`config.mk`:
```
export PLATFORM = sky130hd
export DESIGN_NAME = msg_gate
export DESIGN_NICKNAME = d
export VERILOG_FILES = /design/src/verilog/msg_pkg.sv /design/src/verilog/msg_key_if.sv /design/src/verilog/msg_key_mem.sv /design/src/verilog/msg_gate.sv
export VERILOG_INCLUDE_DIRS = /design/src /design/src/verilog
export SDC_FILE = /design/constraint.sdc
export NUM_CORES = 1
export LEC_CHECK = 0
export BUFFER_PORTS_ARGS = -buffer_cell sky130_fd_sc_hd__buf_2
export CORE_ASPECT_RATIO = 0.6
export CORE_MARGIN = 2
export CORE_UTILIZATION = 45
export DETAILED_ROUTE_END_ITERATION = 10
export PLACE_DENSITY = 0.69
export SETUP_SLACK_MARGIN = 0.15
export SYNTH_ARGS = -nofsm -noshare
export SYNTH_HDL_FRONTEND = slang
export SYNTH_HIERARCHICAL = 1
export SYNTH_SLANG_ARGS = --single-unit
```
`constraint.sdc`:
```
create_clock -name clk -period 3.5 [get_ports clk]
set_input_delay 0.175 -clock clk [delete_from_list [all_inputs] [get_ports clk]]
set_output_delay 0.175 -clock clk [all_outputs]
set_load 0.005 [all_outputs]
```
`src/verilog/msg_map.svh`:
```
`ifndef MSG_MAP_SVH
`define MSG_MAP_SVH

// ==========================================================================
// Host command codes.
`define MSG_RUN_CMD        8'h28
`define MSG_SP_RD_CMD      8'h0C

// ==========================================================================
// Key store figures.
`define MSG_KEY_LAST       4'h7
`define MSG_KEY_IDX_W      3
`define MSG_ERASED_BYTE    8'hFF

// ==========================================================================
// Status byte in internal RAM and the value shown for a locked read.
`define MSG_STAT_ADDR      16'h0080
`define MSG_STAT_UNLOCKED  8'h40
`define MSG_STAT_LOCKED    8'h00
`define MSG_INVALID_DATA   8'h00

// ==========================================================================
// Stack frame layout: six bytes, offsets counted from the final pointer.
`define MSG_FRAME_LAST     4'h5
`define MSG_PULL_DONE      4'h6
`define MSG_FRAME_SIZE     16'h0006
`define MSG_SP_STEP        16'h0001
`define MSG_PCH_OFS        16'h0005
`define MSG_PCL_OFS        16'h0006

`endif

```
`src/verilog/msg_pkg.sv`:
```
`default_nettype none

// ==========================================================================
// Types shared by the monitor security gate.
package msg_pkg;

    // Control sequencer states.
    typedef enum logic [2:0] {
        MSG_ST_STACK = 3'b000,
        MSG_ST_KEY   = 3'b001,
        MSG_ST_CMP   = 3'b010,
        MSG_ST_FLAG  = 3'b011,
        MSG_ST_BREAK = 3'b100,
        MSG_ST_IDLE  = 3'b101,
        MSG_ST_PULL  = 3'b110,
        MSG_ST_RUN   = 3'b111
    } msg_state_e;

    // Instruction marks shown while the stack engine works.
    typedef enum logic [1:0] {
        MSG_INSTR_SOFT_INT = 2'b00,
        MSG_INSTR_PUSH_HI  = 2'b01,
        MSG_INSTR_PULL_HI  = 2'b10,
        MSG_INSTR_RET_INT  = 2'b11
    } msg_instr_e;

    typedef logic [7:0] msg_byte_t;

endpackage

`default_nettype wire

```
`src/verilog/msg_key_if.sv`:
```
`timescale 1ns/100ps
`default_nettype none

// ==========================================================================
// Link between the sequencer and the key store.
interface msg_key_if;
    import msg_pkg::*;

    logic [2:0] rd_idx;
    msg_byte_t  rd_data;
    logic       wr_en;
    logic [2:0] wr_idx;
    msg_byte_t  wr_data;
    logic       erase;

    modport ctrl (output rd_idx, wr_en, wr_idx, wr_data, erase, input rd_data);
    modport mem  (input rd_idx, wr_en, wr_idx, wr_data, erase, output rd_data);
endinterface

`default_nettype wire

```
`src/verilog/msg_key_mem.sv`:
```
`timescale 1ns/100ps
`default_nettype none
`include "msg_map.svh"

// ==========================================================================
// Eight stored key bytes with a registered read port.
module msg_key_mem
    import msg_pkg::*;
(
    // Clock and power-on reset.
    input  wire logic clk,
    input  wire logic rst_b,
    // Key store port.
    msg_key_if.mem    key
);

    msg_byte_t mem_reg [8];
    msg_byte_t rd_reg;

    // Each key byte takes a write, or the erased value on a mass erase.
    generate
        for (genvar i = 0; i < 8; i++) begin : g_key
            always_ff @(posedge clk) begin
                if (!rst_b || key.erase) begin
                    mem_reg[i] <= `MSG_ERASED_BYTE;
                end else if (key.wr_en && key.wr_idx == 3'(i)) begin
                    mem_reg[i] <= key.wr_data;
                end
            end
        end
    endgenerate

    // Read data leave through a register.
    always_ff @(posedge clk) begin
        rd_reg <= mem_reg[key.rd_idx];
    end

    assign key.rd_data = rd_reg;

    // ======================================================================
    // Checks.
    // Erase gives blanks.
    erase_blank_a : assert property (@(posedge clk) disable iff (!rst_b)
        key.erase ##1 !key.wr_en |=> key.rd_data == `MSG_ERASED_BYTE)
        else $error("Key byte not blank after mass erase.");

    erase_seen_c : cover property (@(posedge clk) disable iff (!rst_b) key.erase);

endmodule // msg_key_mem

`default_nettype wire

```
`src/verilog/msg_gate.sv`:
```
`timescale 1ns/100ps
`default_nettype none
`include "msg_map.svh"

// How it works
// - Run command pulls index high, then returns.
// - Entry stacks interrupt frame, then index high.
// - Stack pointer read answers pointer plus one.
// - Program counter bytes at pointer plus five, six.
// - After power-on, wait for eight key bytes.
// - Full match unlocks memory reads and fetches.
// - Unlock persists until the next power-on reset.
// - Mismatch: invalid reads, fetch raises illegal reset.
// - Break sent only after all eight bytes, except on warm-reset entry, which skips the key.
// - Status byte bit six shows unlocked state.
// - Mass erase leaves key bytes all ones.

module msg_gate
    import msg_pkg::*;
(
    // Clock and power-on reset.
    input  wire logic        clk,
    input  wire logic        rst_b,
    // Any other reset source, one-cycle pulse.
    input  wire logic        warm_reset,
    // Bytes from the host serial receiver.
    input  wire logic        rx_valid,
    input  wire logic [7:0]  rx_data,
    // Answers toward the host serial transmitter.
    output logic             tx_break,
    output logic             sp_reply_valid,
    output logic [15:0]      sp_reply,
    // Processor state at monitor entry.
    input  wire logic [15:0] cpu_pc,
    input  wire logic [15:0] cpu_sp,
    input  wire logic [7:0]  cpu_a,
    input  wire logic [7:0]  cpu_x,
    input  wire logic [7:0]  cpu_h,
    input  wire logic [7:0]  cpu_ccr,
    // Internal RAM port, read data one cycle after the read strobe.
    output logic             ram_wr_en,
    output logic             ram_rd_en,
    output logic [15:0]      ram_addr,
    output logic [7:0]       ram_wr_data,
    input  wire logic [7:0]  ram_rd_data,
    // Instruction marks of the stack engine.
    output logic             instr_valid,
    output msg_instr_e       instr_code,
    // Processor state handed back on run.
    output logic             resume_valid,
    output logic [15:0]      resume_pc,
    output logic [15:0]      resume_sp,
    output logic [7:0]       resume_a,
    output logic [7:0]       resume_x,
    output logic [7:0]       resume_h,
    output logic [7:0]       resume_ccr,
    // Nonvolatile memory read path and fetch check.
    input  wire logic        nvm_rd_en,
    input  wire logic [7:0]  nvm_rd_data,
    output logic             gated_rd_valid,
    output logic [7:0]       gated_rd_data,
    input  wire logic        fetch_en,
    output logic             illegal_addr_reset,
    // Key store maintenance.
    input  wire logic        key_wr_en,
    input  wire logic [2:0]  key_wr_idx,
    input  wire logic [7:0]  key_wr_data,
    input  wire logic        mass_erase,
    // Lock state.
    output logic             unlocked
);

    // ======================================================================
    // State.
    msg_state_e   state_reg;
    msg_state_e   state_next;
    logic [3:0]   cnt_reg;
    logic [3:0]   cnt_next;
    logic         mismatch_reg;
    logic         skip_key_reg;
    logic         unlock_reg;
    logic         key_last_seen_reg;
    msg_byte_t    rx_hold_reg;
    logic [15:0]  sp_reg;
    msg_byte_t    pull_reg [6];
    logic         sp_reply_valid_reg;
    logic [15:0]  sp_reply_reg;
    logic         resume_valid_reg;
    logic         gated_rd_valid_reg;
    msg_byte_t    gated_rd_data_reg;
    logic         illegal_reset_reg;

    msg_key_if key_bus ();

    msg_key_mem u_key_mem (
        .clk   (clk),
        .rst_b (rst_b),
        .key   (key_bus.mem)
    );

    // Frame byte for a given offset above the final pointer.
    function automatic msg_byte_t frame_byte(input logic [3:0] ofs);
        unique case (ofs)
            4'h1:    frame_byte = cpu_h;
            4'h2:    frame_byte = cpu_ccr;
            4'h3:    frame_byte = cpu_a;
            4'h4:    frame_byte = cpu_x;
            4'h5:    frame_byte = cpu_pc[15:8];
            default: frame_byte = cpu_pc[7:0];
        endcase
    endfunction

    // ======================================================================
    // Decoding.
    wire in_stack   = (state_reg == MSG_ST_STACK);
    wire in_key     = (state_reg == MSG_ST_KEY);
    wire in_cmp     = (state_reg == MSG_ST_CMP);
    wire in_flag    = (state_reg == MSG_ST_FLAG);
    wire in_idle    = (state_reg == MSG_ST_IDLE);
    wire in_pull    = (state_reg == MSG_ST_PULL);
    wire run_cmd    = in_idle && rx_valid && (rx_data == `MSG_RUN_CMD);
    wire sp_rd_cmd  = in_idle && rx_valid && (rx_data == `MSG_SP_RD_CMD);
    wire byte_ok    = (rx_hold_reg == key_bus.rd_data);
    wire key_last   = in_cmp && (cnt_reg == `MSG_KEY_LAST);
    wire full_match = key_last && !mismatch_reg && byte_ok;
    wire stack_last = in_stack && (cnt_reg == `MSG_FRAME_LAST);
    wire pull_done  = in_pull && (cnt_reg == `MSG_PULL_DONE);
    wire [15:0] cnt_wide   = {12'h000, cnt_reg};
    // Push goes downward from the entry pointer, ending with index high.
    wire [15:0] push_addr  = cpu_sp - cnt_wide;
    // Pull walks upward from one above the saved pointer.
    wire [15:0] pull_addr  = sp_reg + `MSG_SP_STEP + cnt_wide;
    wire [3:0]  push_ofs   = `MSG_PULL_DONE - cnt_reg;

    // Key store hookup: compare index follows the byte counter.
    assign key_bus.rd_idx  = cnt_reg[2:0];
    assign key_bus.wr_en   = key_wr_en;
    assign key_bus.wr_idx  = key_wr_idx;
    assign key_bus.wr_data = key_wr_data;
    assign key_bus.erase   = mass_erase;

    assign ram_wr_en   = (in_stack || in_flag) && rst_b;
    assign ram_rd_en   = in_pull && (cnt_reg != `MSG_PULL_DONE);
    assign ram_addr    = in_flag ? `MSG_STAT_ADDR : (in_pull ? pull_addr : push_addr);
    assign ram_wr_data = in_flag ? (unlock_reg ? `MSG_STAT_UNLOCKED : `MSG_STAT_LOCKED)
                                 : frame_byte(push_ofs);

    // Instruction marks: two on entry, two on run.
    assign instr_valid = rst_b && ((in_stack && (cnt_reg == 4'h0 || stack_last)) || run_cmd ||
                         (in_pull && cnt_reg == 4'h1));
    assign instr_code  = in_stack ? (stack_last ? MSG_INSTR_PUSH_HI : MSG_INSTR_SOFT_INT)
                                  : (run_cmd ? MSG_INSTR_PULL_HI : MSG_INSTR_RET_INT);

    assign tx_break       = (state_reg == MSG_ST_BREAK);
    assign sp_reply_valid = sp_reply_valid_reg;
    assign sp_reply       = sp_reply_reg;
    assign resume_valid   = resume_valid_reg;
    assign resume_sp      = sp_reg;
    assign resume_h       = pull_reg[0];
    assign resume_ccr     = pull_reg[1];
    assign resume_a       = pull_reg[2];
    assign resume_x       = pull_reg[3];
    assign resume_pc      = {pull_reg[4], pull_reg[5]};
    assign gated_rd_valid = gated_rd_valid_reg;
    assign gated_rd_data  = gated_rd_data_reg;
    assign illegal_addr_reset = illegal_reset_reg;
    assign unlocked       = unlock_reg;

    // ======================================================================
    // Next state of the sequencer.
    always_comb begin
        state_next = state_reg;
        cnt_next   = cnt_reg;
        unique case (state_reg)
            MSG_ST_STACK: begin
                cnt_next = cnt_reg + 4'h1;
                if (stack_last) begin
                    state_next = skip_key_reg ? MSG_ST_FLAG : MSG_ST_KEY;
                    cnt_next   = 4'h0;
                end
            end
            MSG_ST_KEY: begin
                if (rx_valid) begin
                    state_next = MSG_ST_CMP;
                end
            end
            MSG_ST_CMP: begin
                cnt_next   = cnt_reg + 4'h1;
                state_next = MSG_ST_KEY;
                if (key_last) begin
                    state_next = MSG_ST_FLAG;
                    cnt_next   = 4'h0;
                end
            end
            MSG_ST_FLAG:  state_next = MSG_ST_BREAK;
            MSG_ST_BREAK: state_next = MSG_ST_IDLE;
            MSG_ST_IDLE: begin
                if (run_cmd) begin
                    state_next = MSG_ST_PULL;
                    cnt_next   = 4'h0;
                end
            end
            MSG_ST_PULL: begin
                cnt_next = cnt_reg + 4'h1;
                if (pull_done) begin
                    state_next = MSG_ST_RUN;
                    cnt_next   = 4'h0;
                end
            end
            MSG_ST_RUN:   state_next = MSG_ST_RUN;
        endcase
        if (warm_reset) begin
            state_next = MSG_ST_STACK;
            cnt_next   = 4'h0;
        end
    end

    // Sequencer registers; a warm reset restarts entry without the key step.
    always_ff @(posedge clk) begin
        if (!rst_b) begin
            state_reg    <= MSG_ST_STACK;
            cnt_reg      <= 4'h0;
            skip_key_reg <= 1'b0;
        end else begin
            state_reg    <= state_next;
            cnt_reg      <= cnt_next;
            skip_key_reg <= skip_key_reg || warm_reset;
        end
    end

    // Holds each key byte and tracks any mismatch.
    always_ff @(posedge clk) begin
        if (!rst_b) begin
            rx_hold_reg  <= 8'h00;
            mismatch_reg <= 1'b0;
        end else begin
            if (in_key && rx_valid) begin
                rx_hold_reg <= rx_data;
            end
            if (in_cmp && !byte_ok) begin
                mismatch_reg <= 1'b1;
            end
        end
    end

    always_ff @(posedge clk) begin
        if (!rst_b) begin
            unlock_reg        <= 1'b0;
            key_last_seen_reg <= 1'b0;
        end else begin
            unlock_reg        <= unlock_reg || full_match;
            key_last_seen_reg <= key_last;
        end
    end

    // Saved pointer: set after entry, moved past the frame on run.
    always_ff @(posedge clk) begin
        if (!rst_b) begin
            sp_reg <= 16'h0000;
        end else if (stack_last) begin
            sp_reg <= cpu_sp - `MSG_FRAME_SIZE;
        end else if (pull_done) begin
            sp_reg <= sp_reg + `MSG_FRAME_SIZE;
        end
    end

    generate
        for (genvar i = 0; i < 6; i++) begin : g_pull
            always_ff @(posedge clk) begin
                if (!rst_b) begin
                    pull_reg[i] <= 8'h00;
                end else if (in_pull && cnt_reg == 4'(i + 1)) begin
                    pull_reg[i] <= ram_rd_data;
                end
            end
        end
    endgenerate

    always_ff @(posedge clk) begin
        if (!rst_b) begin
            sp_reply_valid_reg <= 1'b0;
            sp_reply_reg       <= 16'h0000;
            resume_valid_reg   <= 1'b0;
        end else begin
            sp_reply_valid_reg <= sp_rd_cmd;
            if (sp_rd_cmd) begin
                sp_reply_reg <= sp_reg + `MSG_SP_STEP;
            end
            resume_valid_reg <= pull_done;
        end
    end

    always_ff @(posedge clk) begin
        if (!rst_b) begin
            gated_rd_valid_reg <= 1'b0;
            gated_rd_data_reg  <= 8'h00;
            illegal_reset_reg  <= 1'b0;
        end else begin
            gated_rd_valid_reg <= nvm_rd_en;
            gated_rd_data_reg  <= unlock_reg ? nvm_rd_data : `MSG_INVALID_DATA;
            illegal_reset_reg  <= fetch_en && !unlock_reg;
        end
    end

    // ======================================================================
    // Checks.
    unlock_hold_a : assert property (@(posedge clk) disable iff (!rst_b)
        unlock_reg |=> unlock_reg)
        else $error("Unlock lost without power-on reset.");

    unlock_set_a : assert property (@(posedge clk) disable iff (!rst_b)
        full_match |=> unlock_reg && ram_wr_en && ram_addr == `MSG_STAT_ADDR
            && ram_wr_data == `MSG_STAT_UNLOCKED)
        else $error("Full key match did not unlock.");

    locked_read_a : assert property (@(posedge clk) disable iff (!rst_b)
        nvm_rd_en && !unlock_reg |=> gated_rd_valid && gated_rd_data == `MSG_INVALID_DATA)
        else $error("Locked read leaked data.");

    open_read_a : assert property (@(posedge clk) disable iff (!rst_b)
        nvm_rd_en && unlock_reg |=> gated_rd_data == $past(nvm_rd_data))
        else $error("Unlocked read did not pass data.");

    illegal_fetch_a : assert property (@(posedge clk) disable iff (!rst_b)
        fetch_en && !unlock_reg |=> illegal_addr_reset)
        else $error("Locked fetch gave no illegal reset.");

    break_after_key_a : assert property (@(posedge clk) disable iff (!rst_b)
        tx_break && !skip_key_reg |-> $past(key_last_seen_reg))
        else $error("Break sent before eight key bytes.");

    key_wait_a : assert property (@(posedge clk) disable iff (!rst_b)
        in_key && !rx_valid && !warm_reset |=> in_key && !tx_break)
        else $error("Key wait left without a byte.");

    stack_order_a : assert property (@(posedge clk) disable iff (!rst_b)
        instr_valid && instr_code == MSG_INSTR_SOFT_INT && !warm_reset
        |-> ##5 instr_valid && instr_code == MSG_INSTR_PUSH_HI)
        else $error("Index high push not five cycles after interrupt stacking.");

    pc_place_a : assert property (@(posedge clk) disable iff (!rst_b)
        in_stack && cnt_reg == 4'h1
        |-> ram_addr == cpu_sp - `MSG_PCH_OFS + `MSG_PCL_OFS - 16'h0002
            && ram_wr_data == cpu_pc[15:8])
        else $error("Program counter high byte misplaced.");

    run_pull_a : assert property (@(posedge clk) disable iff (!rst_b)
        run_cmd && !warm_reset |=> ram_rd_en && ram_addr == $past(sp_reg) + `MSG_SP_STEP
            ##7 resume_valid && resume_h == $past(ram_rd_data, 6))
        else $error("Run did not pull index high then return.");

    sp_read_a : assert property (@(posedge clk) disable iff (!rst_b)
        sp_rd_cmd |=> sp_reply_valid && sp_reply == $past(sp_reg) + `MSG_SP_STEP)
        else $error("Stack pointer read not incremented by one.");

    unlock_seen_c  : cover property (@(posedge clk) disable iff (!rst_b) full_match);
    fail_seen_c    : cover property (@(posedge clk) disable iff (!rst_b)
        key_last && !(byte_ok && !mismatch_reg));
    resume_seen_c  : cover property (@(posedge clk) disable iff (!rst_b) resume_valid);
    sp_read_seen_c : cover property (@(posedge clk) disable iff (!rst_b) sp_reply_valid);

endmodule // msg_gate

`default_nettype wire

```
==> results of run 1 <==
==> cells in the mapped netlist, drive strengths merged, types with 3 or more instances <==
| master | instances | area [um^2] |
|---|---|---|
| dfxtp | 70 | 1400 |
| a21o | 3 | 22.5 |
| a222oi | 8 | 80.1 |
| buf | 22 | 141 |
| inv | 20 | 75.1 |
| or4b | 3 | 30.0 |
| or2 | 5 | 31.3 |
| o22ai | 3 | 18.8 |
| nand2 | 44 | 165 |
| nor3b | 3 | 22.5 |
| a31oi | 3 | 18.8 |
| nor3 | 21 | 110 |
| mux2i | 21 | 210 |
| edfxtp | 112 | 3360 |
| a21oi | 31 | 155 |
| nor4 | 18 | 125 |
| o21ai | 34 | 170 |
| nand3 | 13 | 65.1 |
| ha | 19 | 238 |
| xor2 | 16 | 140 |
| o31a | 5 | 43.8 |
| xnor2 | 46 | 410 |
| mux4 | 16 | 417 |
| a211oi | 26 | 235 |
| nand2b | 6 | 37.5 |
| a221oi | 9 | 78.8 |
| a22oi | 5 | 37.5 |
| or3 | 5 | 36.3 |
| nor2b | 9 | 56.3 |
| nand4 | 11 | 75.1 |
| mux2 | 8 | 90.1 |
| nor2 | 90 | 338 |
| nand3b | 66 | 495 |
| and2 | 46 | 289 |
| o31ai | 5 | 37.5 |
| clkbuf | 44 | 166 |
| and3 | 22 | 138 |
==> final timing paths <==
path,start,to,slack (ns),cells past startpoint
setup / recovery,resume_sp[3],ram_addr[15],0.23,7
setup reg to reg,cnt_reg[0],resume_sp[12],0.67,9
hold reg to reg,sp_reply[6],sp_reply[6],0.49,2
hold / removal,warm_reset,skip_key_reg,0.004,3
==> timing repair <==
action                                 4_1_cts  5_1_grt
setup endpoints to repair                    8       17
hold buffers                                14        0
pin swaps                                    1        2
resized for setup                            6       20
setup buffers                                1        1
gates cloned                                 0        0
endpoints found under the hold margin       14        0
==> critical path: cells and delay by family (launching register included) <==
kind / cells / cell delay (ns)
simple gates: 4 / 1.29
buf+inv: 1 / 0.16
compound gates: 2 / 0.59
flops: 1 / 0.62
==> report_power, final <==
part / total [W] / leakage, nW / switching, W / internal, W
registers: 0.00237 / 1.64 / 0.0000258 / 0.00234
clock network: 0.00196 / 0.289 / 0.000886 / 0.00108
logic: 0.000474 / 2.69 / 0.000265 / 0.000209
==> kinds of logic after synthesis <==
group,share of synthesized area (%)
buffers and inverters,3.89
adders and majority gates,2.82
xor gates and xnor gates,5.59
and+or+nand+nor,21.6
DFF,48.4
AOI/OAI and AO/OA,10.4
muxes,7.28
==> area by class of cell <==
cell class	count	area, um^2	share of cell area (%)
inverter	20	75.1	0.617
sequential	182	4770	39.2
tap	279	349	2.87
timing repair buffer	277	1550	12.8
clock buffer	18	429	3.52
clock inverter	14	163	1.34
multi-input combinational	647	4840	39.7
==> layer usage <==
metal	routed length, um	track usage (%)	vias to the layer above
met3	2830	6.76	41
li1	-	-	3845
met5	0	0	-
met1	13800	38.4	3948
met4	636	8.06	0
met2	12900	37.3	390
==> stage by stage <==
step                      std cells  hold slack (ns)
after floorplan                 915            0.271
after global placement         1389            0.380
after detailed placement       1389            0.399
after CTS                      1436          0.00189
after global routing           1437          0.00774
final                          1437          0.00372
==> qor.yml, run 1 <==
report.final.hold_viol_count: 0
ys_dominant_reg_cell: "edfxtp_1"
max-cap-violations: 0
dr.first_iter.drc_count: 955
numPortBuffers: 229
final-setup-viol-count: 0
detail_route.vias_per_cell: 5.72
worst-endpoint-arrival_ns: 3.10
layout.cell_area.non_filler_mm2: 0.0122
skew_ns: 0.0122
routed_wirelength_mm: 30.1
finalPower_w: 0.00480
timing_worst_setup_path_type: "flip-flop to output pin"
critPathMaxStageDelay_ns: 0.62
antenna_left: 0
first_pass_grt_wire_length_mm: 45.7
fp.dieArea_mm2: 0.0231
tightestPinTransition_ns: 1.26
finalCoreUtilization_pct: 57.3
wl_per_cell_um: 21.0
synth_warnings: 6
max_slew_margin_pct: 16.0
grt_use_total_pct: 26.1
finish.net_count: 1273
numClockSinks: 182
max_freq_mhz: 306
power_per_cell_area_mw_per_mm2: 395
synthesis.area_per_instance_um2: 10.8
die-height_um: 119
crit_path_start_kind: "flip-flop"
critical_path.slowest_cell: "dfxtp_1"
postSynthCellCount: 915
grt_pass1_vias: 7826
cts_tree: "yes"
core_area_mm2: 0.0212
postSynthNetCount: 1043
globalplace.congestion: 0.938
critical_path_peak_fanout: 9
detail_route.drc_violations: 0
cts.path.max_buffers: 2
seq_area_frac_synth_pct: 48.4
floorplan.initialDensity_pct: 46.4
cts.reportedPaths.clkPinSlew_ns: 0.08
critPathCaptureType: "output pin"
h_tree_level_count: 4
grt_start_max_net_pins: 46
finalCriticalPeriod_ns: 3.27
synth.cell_area_mm2: 0.00984
most_common_library_cell_in_the_layout_ignoring_fill_and_taps: "buf_2"
postLayoutSetupSlackWorst_ns: 0.227
n_antenna_cell: 0
floorplan.die.width_um: 195
clock_latency_ns: 0.44
synth-async-reset-ratio_pct: 0
cts.root.buffer_cell: "clkbuf_16"
status: "complete, no violations"
dp_slack_ns: 0.323
power.leakage_nw: 4.62
numCtsBuffers: 17
vdd_ir_drop_max_v: 0.000351
io-pin-count: 230
place.detailed.hpwl_mm: 21.9
globalRouteOverflowTotal: 0
num_rows: 41
min_period_over_period_pct: 93.5
detailed_place.area_mm2: 0.0113
synth_edf_count: 112
timing_max_transition_violations_final: 0
final_cell_mix: "buf_2, edfxtp_1, nor2_1"
cp.required_ns: 3.32
max_ffs_per_register: 64
min_path_type: "primary input to flip-flop"
grt_setup_unrepaired: "true"
nFillCells: 1836
drive_gt1_share_pct: 30.1
fin_tns_setup_ns: 0
area_delta_synth_final_pct: 23.7
length_of_the_first_detailed_routing_pass_in_iterations: 5
number_of_antenna_violations_at_the_first_check_in_global_routing: 0
yosys_register_bits: 182
crit_path_cell_trace: "nand3_1, nor4_2, or2_2, nand4_1, o31a_1, o32ai_1, buf_2"
vias: 8224
post_synth_num_cell_types: 73
No activity file was read; power rests on OpenSTA's default activity.
==> run 2: changes to the inputs <==
==> constraint.sdc (replaced) <==
create_clock -name clk -period 3.5 [get_ports clk]
set_input_delay 0.175 -clock clk [delete_from_list [all_inputs] [get_ports clk]]
set_output_delay 0.175 -clock clk [all_outputs]
set_load 0.01 [all_outputs]
==> run 2 against run 1 <==
Against the previous run:
- sequential share of layout area grew 0.37 points
- setup slack got worse by 0.036 ns
- sequential power about the same
- utilization down 0.47 points
- wire length shrank 1.4%
- total power decreased by 0.52%
- worst hold slack improved by 0.0097 ns
- clock power about the same
- critical path depth grew 4
- count of clock-buffer cells in the layout up 2
- largest power group unchanged
- highest routed layer unchanged
==> qor.yml, run 2 (synthesis results as in run 1) <==
timing_worst_setup_path_type: "flip-flop to output pin"  # unchanged
drive_gt1_share_pct: 30.0  # was 30.1%
max-cap-violations: 0  # unchanged
report.final.hold_viol_count: 0  # unchanged
worst-endpoint-arrival_ns: 3.13  # was 3.10 ns
final-setup-viol-count: 0  # unchanged
cts_tree: "yes"  # unchanged
routed_wirelength_mm: 29.7  # was 30.1 mm
dr.first_iter.drc_count: 932  # was 955
place.detailed.hpwl_mm: 22.3  # was 21.9 mm
p_int_w: 0.00359  # was 0.00363 W
number_of_buffers_and_inverters_on_the_critical_path: 1  # unchanged
fin_worst_hold_slack_ns: 0.0134  # was 0.00372 ns
total_switching_power_w: 0.00119  # was 0.00118 W
clock_latency_ns: 0.44  # about the same
max_ffs_per_register: 64  # unchanged
cts.root.buffer_cell: "clkbuf_16"  # unchanged
number_of_antenna_violations_at_the_first_check_in_global_routing: 0  # unchanged
floorplan.initialDensity_pct: 46.4  # unchanged
globalplace.congestion: 0.930  # was 0.938
crit_path_cell_trace: "ha_1, nand2_2, xnor2_2, ha_1, nand2_1, o21ai_2, nand4b_1, or2_4, o31a_1, o32ai_1, buf_2"  # was nand3_1, nor4_2, or2_2, nand4_1, o31a_1, o32ai_1, buf_2
globalRouteOverflowTotal: 0  # unchanged
core_area_mm2: 0.0212  # unchanged
h_tree_level_count: 4  # unchanged
worst_path_most_repeated_cell: "ha_1"
critPathCaptureType: "output pin"  # unchanged
max_slew_margin_pct: 15.7  # was 16.0%
grt_use_total_pct: 25.7  # was 26.1%
critical_path_peak_fanout: 7  # was 9
grt_pass1_vias: 7644  # was 7826
grt_start_max_net_pins: 46  # unchanged
numPortBuffers: 229  # unchanged
area_delta_synth_final_pct: 22.7  # was 23.7%
portion_of_total_power_attributed_to_combinational_logic_pct: 10.1  # was 9.9%
clockPowerShare_pct: 40.3  # was 40.8%
vias: 8220  # was 8224
cp.required_ns: 3.32  # about the same
post_layout_nonfiller_instances: 1432  # was 1437
cts.path.max_buffers: 2  # unchanged
numCtsBuffers: 17  # unchanged
crit_path_start_kind: "flip-flop"  # unchanged
critPathMaxStageDelay_ns: 0.40  # was 0.62 ns
n_antenna_cell: 0  # unchanged
most_common_library_cell_in_the_layout_ignoring_fill_and_taps: "buf_2"  # unchanged
skew_ns: 0.0124  # was 0.0122 ns
die-height_um: 119  # unchanged
timing_max_transition_violations_final: 0  # unchanged
fin_tns_setup_ns: 0  # unchanged
finalCriticalPeriod_ns: 3.31  # was 3.27 ns
cts.reportedPaths.clkPinSlew_ns: 0.07  # was 0.08 ns
floorplan.die.width_um: 195  # unchanged
min_path_type: "primary input to flip-flop"  # unchanged
finalCoreUtilization_pct: 56.9  # was 57.3%
finalPower_w: 0.00478  # was 0.00480 W
switching_share_pct: 25.0  # was 24.5%
detail_route.vias_per_cell: 5.74  # was 5.72
critical_path.slowest_cell: "dfxtp_4"  # was dfxtp_1
critPathTopFamily: "simple AND/OR/NAND/NOR gates"  # unchanged
power.leakage_nw: 4.61  # was 4.62 nW
p_seq_share_pct: 49.6  # was 49.3%
finish.net_count: 1268  # was 1273
final_cell_mix: "buf_2, edfxtp_1, nor2_1"  # unchanged
max_freq_mhz: 302  # was 306 MHz
fp.dieArea_mm2: 0.0231  # unchanged
numClockSinks: 182  # unchanged
antenna_left: 0  # unchanged
wl_per_cell_um: 20.8  # was 21.0 um
length_of_the_first_detailed_routing_pass_in_iterations: 5  # unchanged
io-pin-count: 230  # unchanged
first_pass_grt_wire_length_mm: 44.8  # was 45.7 mm
vdd_ir_drop_max_v: 0.000360  # was 0.000351 V
detail_route.drc_violations: 0  # unchanged
tightestPinTransition_ns: 1.26  # about the same
num_rows: 41  # unchanged
grt_setup_unrepaired: "true"  # unchanged
power_per_cell_area_mw_per_mm2: 396  # was 395 mW/mm^2
min_period_over_period_pct: 94.5  # was 93.5%
status: "complete, no violations"  # unchanged
place.detailed.instances: 1386  # was 1389
==> run 2: cell count changes in the layout (fill, tap and decap cells not counted), moves of 2 or more <==
cell,previous run,this run
buf_4,33,30
dfxtp_1,67,64
inv_4,0,3
bufinv_16,2,0
clkbuf_16,17,19
dfxtp_2,3,5
ha_1,15,17
ha_4,2,0
o21ai_0,31,33
o21ai_1,2,0
==> run 2: metal layers <==
layer | up-vias | global-route usage, % | wire (um)
li1 | 3827 | - | -
met1 | 3943 | 37.8 | 14100
met2 | 416 | 37.1 | 12500
met3 | 34 | 7.11 | 2740
met4 | 0 | 6.97 | 461
met5 | - | 0 | 0
==> run 2: power by group through the flow <==
| stage | Combinational (W) | Sequential [W] | Clock (W) |
|---|---|---|---|
| after detailed placement | 0.000467 | 0.00242 | 0 |
| after CTS | 0.000482 | 0.00237 | 0.00195 |
| final | 0.000483 | 0.00237 | 0.00193 |
| after global placement | 0.000465 | 0.00242 | 0 |
| after floorplan | 0.000235 | 0.00242 | 0 |
| after global routing | 0.000521 | 0.00238 | 0.00203 |
==> run 2: worst paths after layout <==
check               startpoint             end  slack, ns  cells past startpoint
setup / recovery  resume_sp[2]    ram_addr[15]       0.19                     11
hold reg to reg   skip_key_reg    skip_key_reg       0.49                      2
setup reg to reg    cnt_reg[0]   resume_sp[12]       0.86                      8
hold / removal      rx_data[7]  rx_hold_reg[7]       0.01                      3
==> run 2: worst register-to-register path: stages (launching register included) <==
cell and delay, ns:
dfxtp_2 0.41, inv_1 0.17, ha_1 0.47, nand3b_1 0.28, nor4_1 0.60, nand4_1 0.21
xnor2_1 0.19, nor2_1 0.06, a211oi_1 0.19
==> run 2: area by class of cell <==
class                   count  area, um^2
clock buffers              20         489
repair buffers            272        1500
clock inverters            12        98.8
multi-input cells         647        4790
fillers                  1857        9160
flip-flops and latches    182        4770
well taps                 279         349
inverters                  20        75.1
==> run 2: metrics by stage <==
stage                     worst slack, ns  instance area, um^2
after floorplan                     0.611                 9840
after global placement              0.398                11300
after detailed placement            0.223                11300
after CTS                          0.0956                12000
after global routing               0.0526                12100
final                               0.191                12100
==> run 2: timing repair <==
action	CTS	global route
setup buffers	1	0
hold buffers	13	0
endpoints found under the setup margin	11	12
pin swaps	1	1
hold endpoints to repair	13	0
resized for setup	9	13
==> run 3: changes to the inputs <==
--- a/config.mk
+++ b/config.mk
@@ -15,5 +15,4 @@
 export SETUP_SLACK_MARGIN = 0.15
 export SYNTH_ARGS = -nofsm -noshare
 export SYNTH_HDL_FRONTEND = slang
-export SYNTH_HIERARCHICAL = 1
 export SYNTH_SLANG_ARGS = --single-unit
==> run 3 against run 2 <==
Against the previous run:
- cell count increased by 2.4%
- register-to-register slack worse by 0.08 ns
- area after synthesis fell by 2.1%
- sequential share of layout area grew 0.30 points
- synthesized cell count increased by 2.0%
- worst hold slack got worse by 0.0027 ns
- setup slack better by 0.071 ns
- largest power group unchanged
- critical path type unchanged
==> qor.yml, run 3 <==
status: "complete, no violations"  # unchanged
routed_wirelength_mm: 28.3  # was 29.7 mm
n_antenna_cell: 0  # unchanged
clockPowerShare_pct: 39.1  # was 40.3%
dr.first_iter.drc_count: 859  # was 932
floorplan.die.width_um: 193  # was 195 um
max_freq_mhz: 309  # was 302 MHz
power_per_cell_area_mw_per_mm2: 387  # was 396 mW/mm^2
globalplace.congestion: 0.943  # was 0.930
postSynthNetCount: 1061  # was 1043
floorplan.initialDensity_pct: 45.8  # was 46.4%
num_rows: 41  # unchanged
place.detailed.instances: 1418  # was 1386
numPortBuffers: 229  # unchanged
die-height_um: 117  # was 119 um
cts.root.buffer_cell: "clkbuf_16"  # unchanged
post_synth_num_cell_types: 60  # was 73
wl_met3_mm: 2.89  # was 2.74 mm
cp.required_ns: 3.32  # about the same
finish.net_count: 1302  # was 1268
area_delta_synth_final_pct: 24.4  # was 22.7%
worst-endpoint-arrival_ns: 3.06  # was 3.13 ns
synthesis.area_per_instance_um2: 10.3  # was 10.8 um^2
detail_route.vias_per_cell: 5.54  # was 5.74
grt_use_total_pct: 24.9  # was 25.7%
detail_route.drc_violations: 0  # unchanged
synth_warnings: 0  # was 6
fin_worst_hold_slack_ns: 0.0107  # was 0.0134 ns
max-cap-violations: 0  # unchanged
critical_path_peak_fanout: 5  # was 7
wl_met2_mm: 12.1  # was 12.5 mm
numCtsBuffers: 17  # unchanged
finalPower_w: 0.00464  # was 0.00478 W
min_path_type: "primary input to flip-flop"  # unchanged
layout.cell_area.non_filler_mm2: 0.0120  # was 0.0121 mm^2
fin_tns_setup_ns: 0  # unchanged
post_layout_nonfiller_instances: 1466  # was 1432
h_tree_level_count: 4  # unchanged
post-synth-top-count-cell: "edfxtp_1"  # unchanged
yosys_register_bits: 182  # unchanged
fp.dieArea_mm2: 0.0226  # was 0.0231 mm^2
post_synth_xor_area_fraction_pct: 6.62  # was 5.59%
grt_setup_unrepaired: "true"  # unchanged
cts.reportedPaths.clkPinSlew_ns: 0.07  # about the same
finalCriticalPeriod_ns: 3.24  # was 3.31 ns
cts_tree: "yes"  # unchanged
timing_max_transition_violations_final: 0  # unchanged
portion_of_total_power_attributed_to_combinational_logic_pct: 9.9  # was 10.1%
synth-simple-area-share_pct: 22.2  # was 21.6%
drive_gt1_share_pct: 31.8  # was 30.0%
power.leakage_nw: 4.99  # was 4.61 nW
crit_path_start_kind: "flip-flop"  # unchanged
post-synth-top-area-cell: "edfxtp_1"  # unchanged
drt-met1-wl_mm: 12.9  # was 14.1 mm
yosys-mux-area-fraction_pct: 5.10  # was 7.28%
max_slew_margin_pct: 48.2  # was 15.7%
ys_dominant_reg_cell: "edfxtp_1"  # unchanged
top_layer_used: "met4"  # unchanged
synth_top_area_share_pct: 34.9  # was 34.2%
post_synth_adder_cell_area_pct: 2.88  # was 2.82%
p_int_w: 0.00347  # was 0.00359 W
most_common_library_cell_in_the_layout_ignoring_fill_and_taps: "buf_2"  # unchanged
number_of_antenna_violations_at_the_first_check_in_global_routing: 0  # unchanged
nFillCells: 1840  # was 1857
grt_pass1_vias: 7620  # was 7644
final-setup-viol-count: 0  # unchanged
detailed_place.area_mm2: 0.0112  # was 0.0113 mm^2
numClockSinks: 182  # unchanged
seq_area_frac_synth_pct: 49.4  # was 48.4%
switching_share_pct: 25.2  # was 25.0%
p_seq_share_pct: 51.0  # was 49.6%
critPathCaptureType: "output pin"  # unchanged
cts.path.max_buffers: 2  # unchanged
grt_start_max_net_pins: 77  # was 46
clock_latency_ns: 0.44  # about the same
synth_edf_count: 112  # unchanged
synth.area.top_cells: "edfxtp_1, dfxtp_1, nand2_1, mux4_2, xor2_1"  # was edfxtp_1, dfxtp_1, nand3b_1, mux4_1, xnor2_1
postSynthCellCount: 933  # was 915
tightestPinTransition_ns: 0.776  # was 1.26 ns
io-pin-count: 230  # unchanged
wl_per_cell_um: 19.3  # was 20.8 um
total_switching_power_w: 0.00117  # was 0.00119 W
critical_path.slowest_cell: "or4b_4"  # was dfxtp_4
globalRouteOverflowTotal: 0  # unchanged
vias: 8124  # was 8220
report.final.hold_viol_count: 0  # unchanged
final_cell_mix: "buf_2, edfxtp_1, nand2_1"  # was buf_2, edfxtp_1, nor2_1
synth_top_family_by_area: "simple AND/OR/NAND/NOR gates"  # unchanged
vdd_ir_drop_max_v: 0.000377  # was 0.000360 V
first_pass_grt_wire_length_mm: 42.9  # was 44.8 mm
min_period_over_period_pct: 92.5  # was 94.5%
crit_path_cell_trace: "buf_4, ha_4, ha_1, a21o_1, a31oi_2, or4b_4, o21bai_1, xor2_1, nand2_1, a21oi_1, buf_2"  # was ha_1, nand2_2, xnor2_2, ha_1, nand2_1, o21ai_2, nand4b_1, or2_4, o31a_1, o32ai_1, buf_2
synth.cell_area_mm2: 0.00964  # was 0.00984 mm^2
length_of_the_first_detailed_routing_pass_in_iterations: 7  # was 5
critPathMaxStageDelay_ns: 0.58  # was 0.40 ns
skew_ns: 0.0153  # was 0.0124 ns
max_ffs_per_register: 64  # unchanged
timing_worst_setup_path_type: "flip-flop to output pin"  # unchanged
synth-async-reset-ratio_pct: 0  # unchanged
antenna_left: 0  # unchanged
synth.top_cells.by_count: "edfxtp_1, nand2_1, dfxtp_1"  # was edfxtp_1, nor2_1, dfxtp_1
core_area_mm2: 0.0210  # was 0.0212 mm^2
place.detailed.hpwl_mm: 21.1  # was 22.3 mm
synth_compound_area_share_pct: 10.7  # was 10.4%
[run 3: final cells by class]
class	instances	area [um^2]	area share [%]
clock buffer	19	433	3.61
multi-input combinational	677	4710	39.3
tap	279	349	2.91
sequential	182	4770	39.8
timing repair buffer	277	1530	12.8
clock inverter	13	116	0.971
inverter	19	71.3	0.595
[run 3: path summary, 6_finish.rpt]
path / cells after the start / slack [ns] / from / to
worst max-delay path: 11 / 0.26 / resume_sp[1] / ram_addr[9]
worst max register to register: 8 / 0.78 / state_reg[2] / resume_sp[15]
worst min-delay path: 2 / 0.01 / nvm_rd_data[1] / gated_rd_data[1]
worst min register to register: 1 / 0.49 / sp_reply[13] / sp_reply[13]
[run 3: worst max-delay path, delay by kind of cell, from the launching register on]
family	cells	cell delay (ns)
AOI/OAI and AO/OA	4	0.63
xor gates and xnor gates	1	0.18
adders and majority gates	2	0.49
buffers and inverters	2	0.31
DFF	1	0.36
and+or+nand+nor	2	0.65
[run 3: power by group through the flow]
stage / clock network (W) / registers (W) / logic, W
6_report: 0.00182 / 0.00237 / 0.000458
3_5_place_dp: 0 / 0.00242 / 0.000442
4_1_cts: 0.00184 / 0.00237 / 0.000453
3_3_place_gp: 0 / 0.00241 / 0.000436
2_1_floorplan: 0 / 0.00242 / 0.000218
5_1_grt: 0.00192 / 0.00238 / 0.000498
[run 3: cells by family (layout without fill, tap and decap cells)]
| group | count (synthesis) | count (layout) |
|---|---|---|
| buffers and inverters | 74 | 328 |
| DFF | 182 | 182 |
| xor gates and xnor gates | 72 | 72 |
| adders and majority gates | 21 | 21 |
| AOI/OAI and AO/OA | 151 | 151 |
| and+or+nand+nor | 404 | 404 |
| muxes | 29 | 29 |
[run 3: timing repair]
action,4_1_cts,5_1_grt
gates resized for setup,5,23
endpoints found under the hold margin,10,0
pin swaps,0,5
setup endpoints to repair,9,10
hold buffers,10,0
cloned,0,0
setup buffers,0,6
[run 3: routing by layer]
metal	global-route usage, %	up-vias
met5	0	-
met4	5.73	0
met3	6.97	39
met2	36.2	427
met1	36.7	3839
li1	-	3819
[run 3: stage by stage]
stage | util, % | setup WS, ns
2_1_floorplan | - | 0.467
6_report | 57.0 | 0.262
3_3_place_gp | 53.0 | 0.384
4_1_cts | 56.2 | 0.117
5_1_grt | 57.0 | 0.134
3_5_place_dp | 53.0 | 0.250
